### config.mk
export PLATFORM = sky130hd
export DESIGN_NAME = dual_comparator_control
export DESIGN_NICKNAME = d
export VERILOG_FILES = /design/src/include/cmp_pkg.sv /design/src/include/cmp_chan_if.sv /design/src/q_phase_divider.sv /design/src/comparator_channel.sv /design/src/dual_comparator_control.sv
export SDC_FILE = /design/constraint.sdc
export NUM_CORES = 1
export LEC_CHECK = 0
export BUFFER_PORTS_ARGS = -buffer_cell sky130_fd_sc_hd__buf_2
export CAP_MARGIN = 20
export CELL_PAD_IN_SITES_DETAIL_PLACEMENT = 0
export CELL_PAD_IN_SITES_GLOBAL_PLACEMENT = 2
export CORE_UTILIZATION = 25
export DETAILED_ROUTE_END_ITERATION = 10
export HOLD_SLACK_MARGIN = 0.12
export PLACE_DENSITY_LB_ADDON = 0.1
export REMOVE_ABC_BUFFERS = 1
export SYNTH_ARGS = -nofsm -noshare
export SYNTH_HDL_FRONTEND = slang
export SYNTH_SLANG_ARGS = --single-unit
### constraint.sdc
create_clock -name core_clk -period 2.1 [get_ports core_clk]
set_clock_uncertainty 0.05 [all_clocks]
set_input_delay 0.105 -clock core_clk [delete_from_list [all_inputs] [get_ports core_clk]]
set_output_delay 0.105 -clock core_clk [all_outputs]
set_load 0.05 [all_outputs]
### src/include/cmp_pkg.sv
// shared constants and types for the dual comparator control block
// assumes a 20 MHz core clock and a 32-bit AXI4-Lite register bus
package cmp_pkg;
  localparam int          ADDR_W        = 4;
  localparam logic [3:0]  CMP1_CTRL_OFS = 4'h0;
  localparam logic [3:0]  CMP2_CTRL_OFS = 4'h4;
  localparam logic [3:0]  FLAG_OFS      = 4'h8;
  localparam logic [3:0]  IRQ_EN_OFS    = 4'hc;
  localparam logic [3:0]  WORD_MASK     = 4'hc;

  // control register field positions
  localparam int ENABLE_BIT = 7;
  localparam int RESULT_BIT = 6;
  localparam int DRIVE_BIT  = 5;
  localparam int INVERT_BIT = 4;
  localparam int UNUSED_BIT = 3;
  localparam int REF_BIT    = 2;
  localparam int CHAN_MSB   = 1;
  localparam int CHAN_LSB   = 0;

  // interrupt enable register field positions (bits 1:0 are per-comparator enables)
  localparam int PERIPH_EN_BIT = 6;
  localparam int GLOBAL_EN_BIT = 7;

  localparam logic [1:0] FLAG_RESET  = 2'h0;
  localparam logic [1:0] IE_RESET    = 2'h0;
  localparam logic [1:0] LAST_PHASE  = 2'h3;
  localparam logic [1:0] RESP_OKAY   = 2'h0;
  localparam logic [1:0] RESP_SLVERR = 2'h2;

  // software must wait this long after enabling before trusting the change flag
  localparam int CLK_MHZ            = 20;
  localparam int BIAS_SETTLE_US     = 1;
  localparam int BIAS_SETTLE_CYCLES = BIAS_SETTLE_US * CLK_MHZ;

  typedef struct packed {
    logic       enable;
    logic       drive_enable;
    logic       invert;
    logic       ref_select;
    logic [1:0] channel_select;
  } ctrl_t;

  localparam ctrl_t CTRL_RESET = '0;
endpackage : cmp_pkg

### src/include/cmp_chan_if.sv
// control and status between the register block and one comparator channel
// assumes both ends run on core_clk
`timescale 1ns/1ns
interface cmp_chan_if;
  logic enable;
  logic invert;
  logic read_strobe;
  logic result;
  logic live;
  logic change_pulse;

  modport ctrl (output enable, output invert, output read_strobe,
                input result, input live, input change_pulse);
  modport chan (input enable, input invert, input read_strobe,
                output result, output live, output change_pulse);
endinterface : cmp_chan_if

### src/q_phase_divider.sv
// four-phase divider: one first-phase pulse per instruction cycle
// assumes core_clk is the only clock
`timescale 1ns/1ns
module q_phase_divider (
  input  wire logic core_clk,
  input  wire logic rst,
  output logic      q1_tick
);
  typedef struct packed {
    logic [1:0] count;
    logic       tick;
  } div_state_t;

  div_state_t state;
  div_state_t next_state;

  always_comb begin
    next_state       = state;
    next_state.count = 2'(state.count + 2'h1);
    next_state.tick  = (state.count == cmp_pkg::LAST_PHASE);
  end

  always_ff @(posedge core_clk or posedge rst) begin
    if (rst) begin
      state <= '0;
    end else begin
      state <= next_state;
    end
  end

  assign q1_tick = state.tick;
endmodule : q_phase_divider

### src/comparator_channel.sv
// one comparator channel: input synchroniser, polarity, mismatch latches
// assumes raw_compare is asynchronous and q1_tick is one cycle in four
`timescale 1ns/1ns
module comparator_channel (
  input  wire logic  core_clk,
  input  wire logic  rst,
  input  wire logic  q1_tick,
  input  wire logic  raw_compare,
  cmp_chan_if.chan   link
);
  typedef struct packed {
    logic sync_first;
    logic sync_second;
    logic sample_latch;
    logic read_latch;
    logic mismatch_seen;
    logic change_pulse;
    logic live;
  } chan_state_t;

  chan_state_t state;
  chan_state_t next_state;
  logic        mismatch_now;

  always_comb begin
    next_state = state;
    next_state.sync_first  = raw_compare;
    next_state.sync_second = state.sync_first;
    next_state.live = link.enable & (state.sync_second ^ link.invert);
    if (q1_tick) begin
      next_state.sample_latch = link.enable & (state.sync_second ^ link.invert);
    end
    if (link.read_strobe) begin
      next_state.read_latch = state.sample_latch;
    end
    next_state.mismatch_seen = mismatch_now;
    next_state.change_pulse  = mismatch_now & ~state.mismatch_seen;
  end

  assign mismatch_now = state.sample_latch ^ state.read_latch;

  always_ff @(posedge core_clk or posedge rst) begin
    if (rst) begin
      state <= '0;
    end else begin
      state <= next_state;
    end
  end

  assign link.result       = state.sample_latch;
  assign link.live         = state.live;
  assign link.change_pulse = state.change_pulse;
endmodule : comparator_channel

### src/dual_comparator_control.sv
// dual comparator control and status with an AXI4-Lite register slave
// assumes the analog comparators, muxes and reference sit outside this block,
// and that port_direction_bit and sleep_mode come from logic on core_clk
//
// Overview of operation
// - top control bit enables comparator
// - result bit is read-only, polarity adjusted
// - invert bit flips comparison result
// - drive-enable bit routes result to pin
// - pin driven only if drive, enable, direction
// - reference bit selects internal reference input
// - two-bit field picks one of four pins
// - bit three always reads zero
// - second comparator mirrors the first
// - change during read may lose flag
// - enabled comparator keeps running in sleep
// - flagged change wakes with both enables
// - vector only after next instruction, global enable
// - reset clears both control registers
// - read latch versus first-phase latch mismatch
// - writes also clear the mismatch
// - flag set on mismatch rising edge
//
// Local design decisions: the AXI4-Lite interface to the registers and the register addresses.
`timescale 1ns/1ns
module dual_comparator_control (
  input  wire logic                      core_clk,
  input  wire logic                      rst,
  // register bus
  input  wire logic [cmp_pkg::ADDR_W-1:0] s_axi_awaddr,
  input  wire logic                      s_axi_awvalid,
  output logic                           s_axi_awready,
  input  wire logic [31:0]               s_axi_wdata,
  input  wire logic [3:0]                s_axi_wstrb,
  input  wire logic                      s_axi_wvalid,
  output logic                           s_axi_wready,
  output logic [1:0]                     s_axi_bresp,
  output logic                           s_axi_bvalid,
  input  wire logic                      s_axi_bready,
  input  wire logic [cmp_pkg::ADDR_W-1:0] s_axi_araddr,
  input  wire logic                      s_axi_arvalid,
  output logic                           s_axi_arready,
  output logic [31:0]                    s_axi_rdata,
  output logic [1:0]                     s_axi_rresp,
  output logic                           s_axi_rvalid,
  input  wire logic                      s_axi_rready,
  // analog side
  input  wire logic [1:0]                raw_compare,
  output logic [1:0]                     cmp_power_on,
  output logic [1:0]                     cmp_ref_select,
  output logic [3:0]                     cmp_channel_select,
  // pins and system
  input  wire logic [1:0]                port_direction_bit,
  output logic [1:0]                     cmp_pin_out,
  output logic [1:0]                     cmp_pin_oe,
  input  wire logic                      sleep_mode,
  output logic                           wake_request,
  output logic                           irq_request
);
  typedef struct packed {
    cmp_pkg::ctrl_t [1:0]         ctrl;
    logic [1:0]                   change_flag;
    logic [1:0]                   change_irq_enable;
    logic                         peripheral_irq_enable;
    logic                         global_irq_enable;
    logic                         aw_held;
    logic [cmp_pkg::ADDR_W-1:0]   aw_addr;
    logic                         w_held;
    logic [31:0]                  w_data;
    logic [3:0]                   w_strb;
    logic                         bvalid;
    logic [1:0]                   bresp;
    logic                         rvalid;
    logic [31:0]                  rdata;
    logic [1:0]                   rresp;
    logic [1:0]                   read_strobe;
    logic [1:0]                   pin_out;
    logic [1:0]                   pin_oe;
    logic                         wake_request;
    logic                         irq_request;
    logic                         was_asleep;
    logic                         defer_vector;
  } top_state_t;

  top_state_t state;
  top_state_t next_state;
  logic       q1_tick;
  logic [1:0] result;
  logic [1:0] live;
  logic [1:0] change_pulse;

  cmp_chan_if link [2] ();

  q_phase_divider u_phase (
    .core_clk (core_clk),
    .rst      (rst),
    .q1_tick  (q1_tick)
  );

  for (genvar i = 0; i < 2; i++) begin : g_chan
    comparator_channel u_chan (
      .core_clk    (core_clk),
      .rst         (rst),
      .q1_tick     (q1_tick),
      .raw_compare (raw_compare[i]),
      .link        (link[i])
    );
    assign link[i].enable      = state.ctrl[i].enable;
    assign link[i].invert      = state.ctrl[i].invert;
    assign link[i].read_strobe = state.read_strobe[i];
    assign result[i]           = link[i].result;
    assign live[i]             = link[i].live;
    assign change_pulse[i]     = link[i].change_pulse;
  end

  // control byte as software sees it; the result bit ignores writes
  function automatic logic [7:0] ctrl_byte(cmp_pkg::ctrl_t c, logic res);
    logic [7:0] b;
    b                       = 8'h00;
    b[cmp_pkg::ENABLE_BIT]  = c.enable;
    b[cmp_pkg::RESULT_BIT]  = res;
    b[cmp_pkg::DRIVE_BIT]   = c.drive_enable;
    b[cmp_pkg::INVERT_BIT]  = c.invert;
    b[cmp_pkg::UNUSED_BIT]  = 1'b0;
    b[cmp_pkg::REF_BIT]     = c.ref_select;
    b[cmp_pkg::CHAN_MSB:cmp_pkg::CHAN_LSB] = c.channel_select;
    return b;
  endfunction : ctrl_byte

  function automatic cmp_pkg::ctrl_t ctrl_from(logic [7:0] b);
    cmp_pkg::ctrl_t c;
    c.enable         = b[cmp_pkg::ENABLE_BIT];
    c.drive_enable   = b[cmp_pkg::DRIVE_BIT];
    c.invert         = b[cmp_pkg::INVERT_BIT];
    c.ref_select     = b[cmp_pkg::REF_BIT];
    c.channel_select = b[cmp_pkg::CHAN_MSB:cmp_pkg::CHAN_LSB];
    return c;
  endfunction : ctrl_from

  logic [cmp_pkg::ADDR_W-1:0] rd_word;
  logic [cmp_pkg::ADDR_W-1:0] wr_word;
  logic                       do_write;
  logic                       do_read;
  logic                       pending;
  logic                       sleep_exit;

  assign rd_word    = s_axi_araddr & cmp_pkg::WORD_MASK;
  assign wr_word    = state.aw_addr & cmp_pkg::WORD_MASK;
  assign do_write   = state.aw_held & state.w_held & ~state.bvalid;
  assign do_read    = s_axi_arvalid & ~state.rvalid;
  assign sleep_exit = state.was_asleep & ~sleep_mode;
  assign pending    = |(state.change_flag & state.change_irq_enable)
                      & state.peripheral_irq_enable;

  always_comb begin
    next_state             = state;
    next_state.read_strobe = 2'h0;

    // address and data are taken in either order and held until both are in
    if (s_axi_awvalid && !state.aw_held && !state.bvalid) begin
      next_state.aw_held = 1'b1;
      next_state.aw_addr = s_axi_awaddr;
    end
    if (s_axi_wvalid && !state.w_held && !state.bvalid) begin
      next_state.w_held = 1'b1;
      next_state.w_data = s_axi_wdata;
      next_state.w_strb = s_axi_wstrb;
    end

    if (do_write) begin
      next_state.aw_held = 1'b0;
      next_state.w_held  = 1'b0;
      next_state.bvalid  = 1'b1;
      next_state.bresp   = cmp_pkg::RESP_OKAY;
      if (wr_word == cmp_pkg::CMP1_CTRL_OFS) begin
        if (state.w_strb[0]) begin
          next_state.ctrl[0] = ctrl_from(state.w_data[7:0]);
        end
        next_state.read_strobe[0] = 1'b1;
      end else if (wr_word == cmp_pkg::CMP2_CTRL_OFS) begin
        if (state.w_strb[0]) begin
          next_state.ctrl[1] = ctrl_from(state.w_data[7:0]);
        end
        next_state.read_strobe[1] = 1'b1;
      end else if (wr_word == cmp_pkg::FLAG_OFS) begin
        // writing a one raises the flag, as software may force an interrupt
        if (state.w_strb[0]) begin
          next_state.change_flag = state.w_data[1:0];
        end
      end else if (wr_word == cmp_pkg::IRQ_EN_OFS) begin
        if (state.w_strb[0]) begin
          next_state.change_irq_enable     = state.w_data[1:0];
          next_state.peripheral_irq_enable = state.w_data[cmp_pkg::PERIPH_EN_BIT];
          next_state.global_irq_enable     = state.w_data[cmp_pkg::GLOBAL_EN_BIT];
        end
      end else begin
        next_state.bresp = cmp_pkg::RESP_SLVERR;
      end
    end
    if (state.bvalid && s_axi_bready) begin
      next_state.bvalid = 1'b0;
    end

    if (do_read) begin
      next_state.rvalid = 1'b1;
      next_state.rresp  = cmp_pkg::RESP_OKAY;
      next_state.rdata  = 32'h0000_0000;
      if (rd_word == cmp_pkg::CMP1_CTRL_OFS) begin
        next_state.rdata[7:0]     = ctrl_byte(state.ctrl[0], result[0]);
        next_state.read_strobe[0] = 1'b1;
      end else if (rd_word == cmp_pkg::CMP2_CTRL_OFS) begin
        next_state.rdata[7:0]     = ctrl_byte(state.ctrl[1], result[1]);
        next_state.read_strobe[1] = 1'b1;
      end else if (rd_word == cmp_pkg::FLAG_OFS) begin
        next_state.rdata[1:0] = state.change_flag;
      end else if (rd_word == cmp_pkg::IRQ_EN_OFS) begin
        next_state.rdata[1:0]                   = state.change_irq_enable;
        next_state.rdata[cmp_pkg::PERIPH_EN_BIT] = state.peripheral_irq_enable;
        next_state.rdata[cmp_pkg::GLOBAL_EN_BIT] = state.global_irq_enable;
      end else begin
        next_state.rresp = cmp_pkg::RESP_SLVERR;
      end
    end else if (state.rvalid && s_axi_rready) begin
      next_state.rvalid = 1'b0;
    end

    // set beats clear; a change still edges when the read latch catches it the next cycle
    next_state.change_flag = next_state.change_flag | change_pulse;

    for (int i = 0; i < 2; i++) begin
      next_state.pin_out[i] = live[i];
      next_state.pin_oe[i]  = state.ctrl[i].drive_enable & state.ctrl[i].enable
                              & ~port_direction_bit[i];
    end

    // channels never gated by sleep; wake request
    next_state.wake_request = pending;
    next_state.was_asleep   = sleep_mode;
    // hold the vector off after waking until the next first-phase tick
    if (sleep_exit) begin
      next_state.defer_vector = 1'b1;
    end else if (q1_tick) begin
      next_state.defer_vector = 1'b0;
    end
    next_state.irq_request = pending & state.global_irq_enable & ~sleep_mode
                             & ~sleep_exit & ~state.defer_vector;
  end

  always_ff @(posedge core_clk or posedge rst) begin
    if (rst) begin
      state <= '0;
    end else begin
      state <= next_state;
    end
  end

  assign s_axi_awready = ~state.aw_held & ~state.bvalid;
  assign s_axi_wready  = ~state.w_held & ~state.bvalid;
  assign s_axi_bvalid  = state.bvalid;
  assign s_axi_bresp   = state.bresp;
  assign s_axi_arready = ~state.rvalid;
  assign s_axi_rvalid  = state.rvalid;
  assign s_axi_rdata   = state.rdata;
  assign s_axi_rresp   = state.rresp;

  // analog controls straight from the registers
  for (genvar j = 0; j < 2; j++) begin : g_analog
    assign cmp_power_on[j]             = state.ctrl[j].enable;
    assign cmp_ref_select[j]           = state.ctrl[j].ref_select;
    assign cmp_channel_select[2*j +: 2] = state.ctrl[j].channel_select;
  end

  assign cmp_pin_out  = state.pin_out;
  assign cmp_pin_oe   = state.pin_oe;
  assign wake_request = state.wake_request;
  assign irq_request  = state.irq_request;
endmodule : dual_comparator_control

; After elaboration in Yosys (flattened, before gate mapping)
; Cells that the tools add are included.
[word_totals]
reg_bits = 101
inputBits = 56
output_inout_bits = 55
word_cells = 154
[op_classes]
addsub = 1
n_eq_ne = 7
mux = 40
bitwise_logic = 39
n_reduce_logical = 20
[ops]
columns = operator, count
row1 = $mux W37, 1
row2 = $mux W2, 17
row3 = $and A1 B1 Y1, 19
row4 = $mux W4, 4
row5 = $not A1 Y1, 14
row6 = $mux W6, 2
row7 = $mux W1, 11
row8 = $eq A2 B2 Y1 const B, 5
row9 = $reduce_bool A2 Y1, 5
row10 = $logic_not A4 Y1, 2
row11 = $mux W8, 1
row12 = $mux W7, 1
row13 = $logic_and A1 B1 Y1, 6
row14 = $mux W3, 2
row15 = $reduce_and A6 Y1, 1
row16 = $mux W5, 1
row17 = $eq A2 B1 Y1 const B, 2
row18 = $reduce_and A4 Y1, 1
row19 = $xor A1 B1 Y1, 4
row20 = $logic_not A1 Y1, 3
row21 = $reduce_and A3 Y1, 1
row22 = $add A2 B1 Y2 const B, 1
row23 = $and A2 B2 Y2, 1
row24 = $or A2 B2 Y2, 1
row25 = $reduce_or A2 Y1, 1

; Logic depth before layout (Yosys ltp)
[logic_depth]
ltp_word = 7
ltp_mapped = 6
depth_no_buf = 5

; Modules after synthesis
; From an unflattened synthesis, not the netlist that was laid out.
[hier_totals]
hier_cells = 243
area_unflattened_um2 = 3076.7
[by_module_without_submodules]
columns = module, instances, cells_each, area_each_um2, seq_area_each_um2
row1 = dual_comparator_control, 1, 207, 2508.7, 1276.2
row2 = comparator_channel, 2, 15, 236.5, 175.2
row3 = q_phase_divider, 1, 6, 95.1, 75.1

; Worst setup path before layout
; Ideal clock, no wire load.
[synth_timing]
path_kind = register -> register
startpoint = register state (netlist bit s_axi_bvalid)
endpoint = register state[48] (netlist bit)
setup_time_ns = 0.125
arrival_time_ns = 2.064
required_ns = 1.925
path_slack_ns = -0.139
stages_incl_launch_ff = 5
path_buffers = 1
period_less_slack_ns = 2.239
path_cell_list = dfrtp_1 nor2_1 and2_1 buf_2 mux2_2
[synth_via]
elab_chain_len = 2
[synth_rtl]
columns = item, line
row1 = start: declaration, dual_comparator_control.sv:85  ; top_state_t state;
row2 = start signal: assignment, dual_comparator_control.sv:253  ; state <= next_state;
row3 = $logic_not A1 Y1, dual_comparator_control.sv:164  ; if (s_axi_wvalid && !state.w_held && !state.bvalid) begin
row4 = $logic_and A1 B1 Y1, dual_comparator_control.sv:164
; No other way between the ends.
; A chain may end at the register's enable or synchronous reset.

; Worst setup path in the final report
[layout_timing]
startpoint = register state[87] (netlist bit)
endpoint = register state[93] (netlist bit)
[layout_via]
elab_chain_len = 3
word_cells_on_any_way = 8
cone_classes = eq/ne (3) / bitwise (3) / reduce/logical (2)
[layout_rtl]
columns = item, line
row1 = "$eq A2 B2 Y1, or another cell as far along", dual_comparator_control.sv:185  ; end else if (wr_word == cmp_pkg::FLAG_OFS) begin
row2 = $not A1 Y1 (no line), -
row3 = $reduce_and A6 Y1 (no line) *, -
; Every way passes the cells marked *; elsewhere a longest branch is shown, timed or not.

==> results.toml <==
[run_status]
run_status = "finished clean"

[finish]
insertedDiodeCount = 0
nNetsFinal = 355
area_delta_synth_final_pct = 24.0
ff_latch_area_um2 = 1700
final_util_pct = 32.4
multi_input_area_um2 = 1020
drive_gt1_share_pct = 37.6
fin_cells = 441
nFillCells = 1191

[die]
die_w_um = 112
start_util_pct = 26.2
die_y_um = 112
core_area_um2 = 11700
num_rows = 39
die_area_um2 = 12600
io_pins = 111

[logic_synthesis]
synth_top_area_share_pct = 55.8
yosys-top-cells-count = "68 x dfrtp_1, 48 x buf_4, 28 x mux2_2"
yosysUniqueCellTypes = 31
syn_area_um2 = 3050
synth-edff-count = 0
ys_seq_elements = 68
async_flop_share_pct = 100
syn_inst = 235
yosysSeqAreaShare_pct = 55.8
syn_avg_cell_area_um2 = 13.0
synth_ff_type = "dfrtp_1"
synth_top_area_cell = "dfrtp_1"
yosys_warnings = 0
synth.top_cells.by_area = "dfrtp_1 56%, buf_4 12%, mux2_2 10%, mux2_4 3.0%, ha_1 2.5%"
yosys.cell_count.top_type = "dfrtp_1"

[cts]
cts_root_buf = "clkbuf_16"
clk_pin_slew_worst_paths_ns = 0.06
cts_made_buffers = 9
cts_sinks = 68
clock_latency_ns = 0.33
postCtsResizedCells = 0
cts_buffer_depth = 2
cts_tree = "yes"
h-tree-depth = 3

[critical_path]
crit_fanout = 5
critPathKind = "register to register"
endpoint_kind = "register"
critPathMaxStageDelay_ns = 0.42
cp.arrival_ns = 1.99
cp-start-kind = "register"
cp.depth = 5
required_ns = 2.25
cp_top_family = "simple AND/OR/NAND/NOR gates"
critical-path-slowest-cell = "dfrtp_1"
crit_buf_inv = 1
ff2ff_path_depth = 5
crit_chain = "inv_1, ha_1, and2b_2, nand4b_1, mux2_2"

[global_routing]
grt_max_degree = 69
grt_pass1_wl_um = 9720
grt_util_all_layers_pct = 10.4
antenna_found_initial = 0
grt_overflow = 0
grt_pass1_vias = 1799

[routing]
routed_wirelength_um = 5830
via_per_inst = 3.91
drc = 0
wl_met2_um = 2800
wl_per_cell_um = 13.2
drt.antenna.violating_nets = 0
drtIter0Drc = 52
top_layer = "met4"
wirelength_met1_um = 2720
drt_first_pass_iters = 3
vias = 1723
wl_met3_um = 218

[timing]
finalCritPeriodShare_pct = 87.6
fin_setup_tns_ns = 0
finalSetupViolations = 0
finalHoldViolations = 0
max_freq_mhz = 544
report.final.slew_viol_count = 0
rsz0062_at_grt = "no"
fin_crit_ns = 1.84

[pwr]
power.leakage_nw = 1.89
ir_worst_vdd_v = 0.000579
power_density_nw_per_um2 = 1530

[placement]
numPortBuffers = 51
gp_congestion = 0.628
numPlacedInstances = 406
place_hpwl_um = 3950

[job]
maxCapViolations = 0

[hold_path]
hold_class = "primary input to register"
worstHoldPathCells = 3
-- through the flow --
| stage | hold WS, ns | setup slack [ns] | total power, mW | instance area [µm²] |
|---|---|---|---|---|
| finish | 0.150 | 0.261 | 5.78 | 3780 |
| global route | 0.203 | 0.107 | 6.14 | 3780 |
| CTS | 0.153 | 0.201 | 5.90 | 3780 |
| detailed placement | 0.169 | 0.218 | 3.99 | 3230 |
| global placement | 0.165 | 0.221 | 3.97 | 3230 |
| floorplan | 0.0864 | -0.170 | 3.48 | 2750 |
-- logic make-up after synthesis --
family | synth area share [%]
adders and majority gates | 2.46
AOI/OAI and AO/OA | 2.34
xor gates and xnor gates | 1.15
DFF | 55.8
buffers and inverters | 14.1
muxes | 17.1
and+or+nand+nor | 6.97
other | 0.123
-- tightest hold or removal path: stages --
cell	delay, ns
buf_2	0.21
inv_1	0.08
o21ai_0	0.08
-- flip-flops by register name (all words and copies together), names as in the netlist --
| register | flops |
|---|---|
| g_chan.u_chan.state | 6 |
| state | 22 |
| cmp_ref_select | 2 |
| irq_request | 1 |
| u_phase.state | 2 |
| s_axi_rdata | 7 |
| s_axi_bresp | 1 |
| u_phase.q1_tick | 1 |
| g_chan.u_chan.next_state | 2 |
| g_chan.u_chan.link.change_pulse | 2 |
| link.enable | 2 |
| s_axi_rresp | 1 |
| wake_request | 1 |
| link.read_strobe | 2 |
| cmp_pin_oe | 2 |
| cmp_channel_select | 4 |
| cmp_pin_out | 2 |
| link.invert | 2 |
| s_axi_rvalid | 1 |
| g_chan.u_chan.link.result | 2 |
| s_axi_bvalid | 1 |
| g_chan.u_chan.link.live | 2 |
-- report_power, final --
part,switching [mW],total [mW],internal (mW)
sequential,0.336,2.10,1.76
clock,0.557,1.84,1.28
combinational,1.16,1.85,0.687
-- worst paths after layout --
check | start | endpoint | slack [ns]
max | state[87]$_DFFE_PP0P_ | state[93]$_DFFE_PP0P_ | 0.26
min reg2reg | g_chan[0].u_chan.next_state[5]$_DFF_PP0_ | g_chan[0].u_chan.state[5]$_DFF_PP0_ | 0.29
min in group asynchronous | rst | g_chan[1].u_chan.state[5]$_DFF_PP0_ | 0.36
max reg2reg | state[87]$_DFFE_PP0P_ | state[93]$_DFFE_PP0P_ | 0.26
min | s_axi_araddr[2] | link[1].read_strobe$_DFF_PP0_ | 0.15
max in group asynchronous | rst | state[93]$_DFFE_PP0P_ | 1.33
-- layout make-up --
cell class                 instances  area share [%]
sequential                        68            45.0
clock buffer                      10            6.05
multi-input combinational        131            26.9
inverter                           9           0.893
timing repair buffer              74            12.9
clock inverter                     6            3.60
tap                              143            4.73
-- layer usage --
metal	GRT usage [%]	vias to the layer above
li1	-	819
met1	12.7	841
met2	16.8	55
met3	3.46	8
met4	4.27	0
met5	0	-
-- what timing repair did --
item	CTS	global route
hold endpoints to repair	88	0
hold buffers	19	0
setup buffers	0	0
-- layout by cell type, fill, tap and decap left out, types with 2 or more instances in the layout --
master,count
dfrtp_1,68
buf_2,51
mux2_2,28
conb_1,27
dlygate4sd3_1,19
nor2_1,10
o21ai_0,9
clkbuf_16,9
inv_1,8
nand2_1,7
mux2i_1,7
mux2_4,6
ha_1,6
and2_1,5
nand3_1,4
xor2_1,4
bufinv_16,4
nor2b_1,3
buf_4,3
and2b_2,2
mux4_2,2
Power figures use the tool's default switching activity.
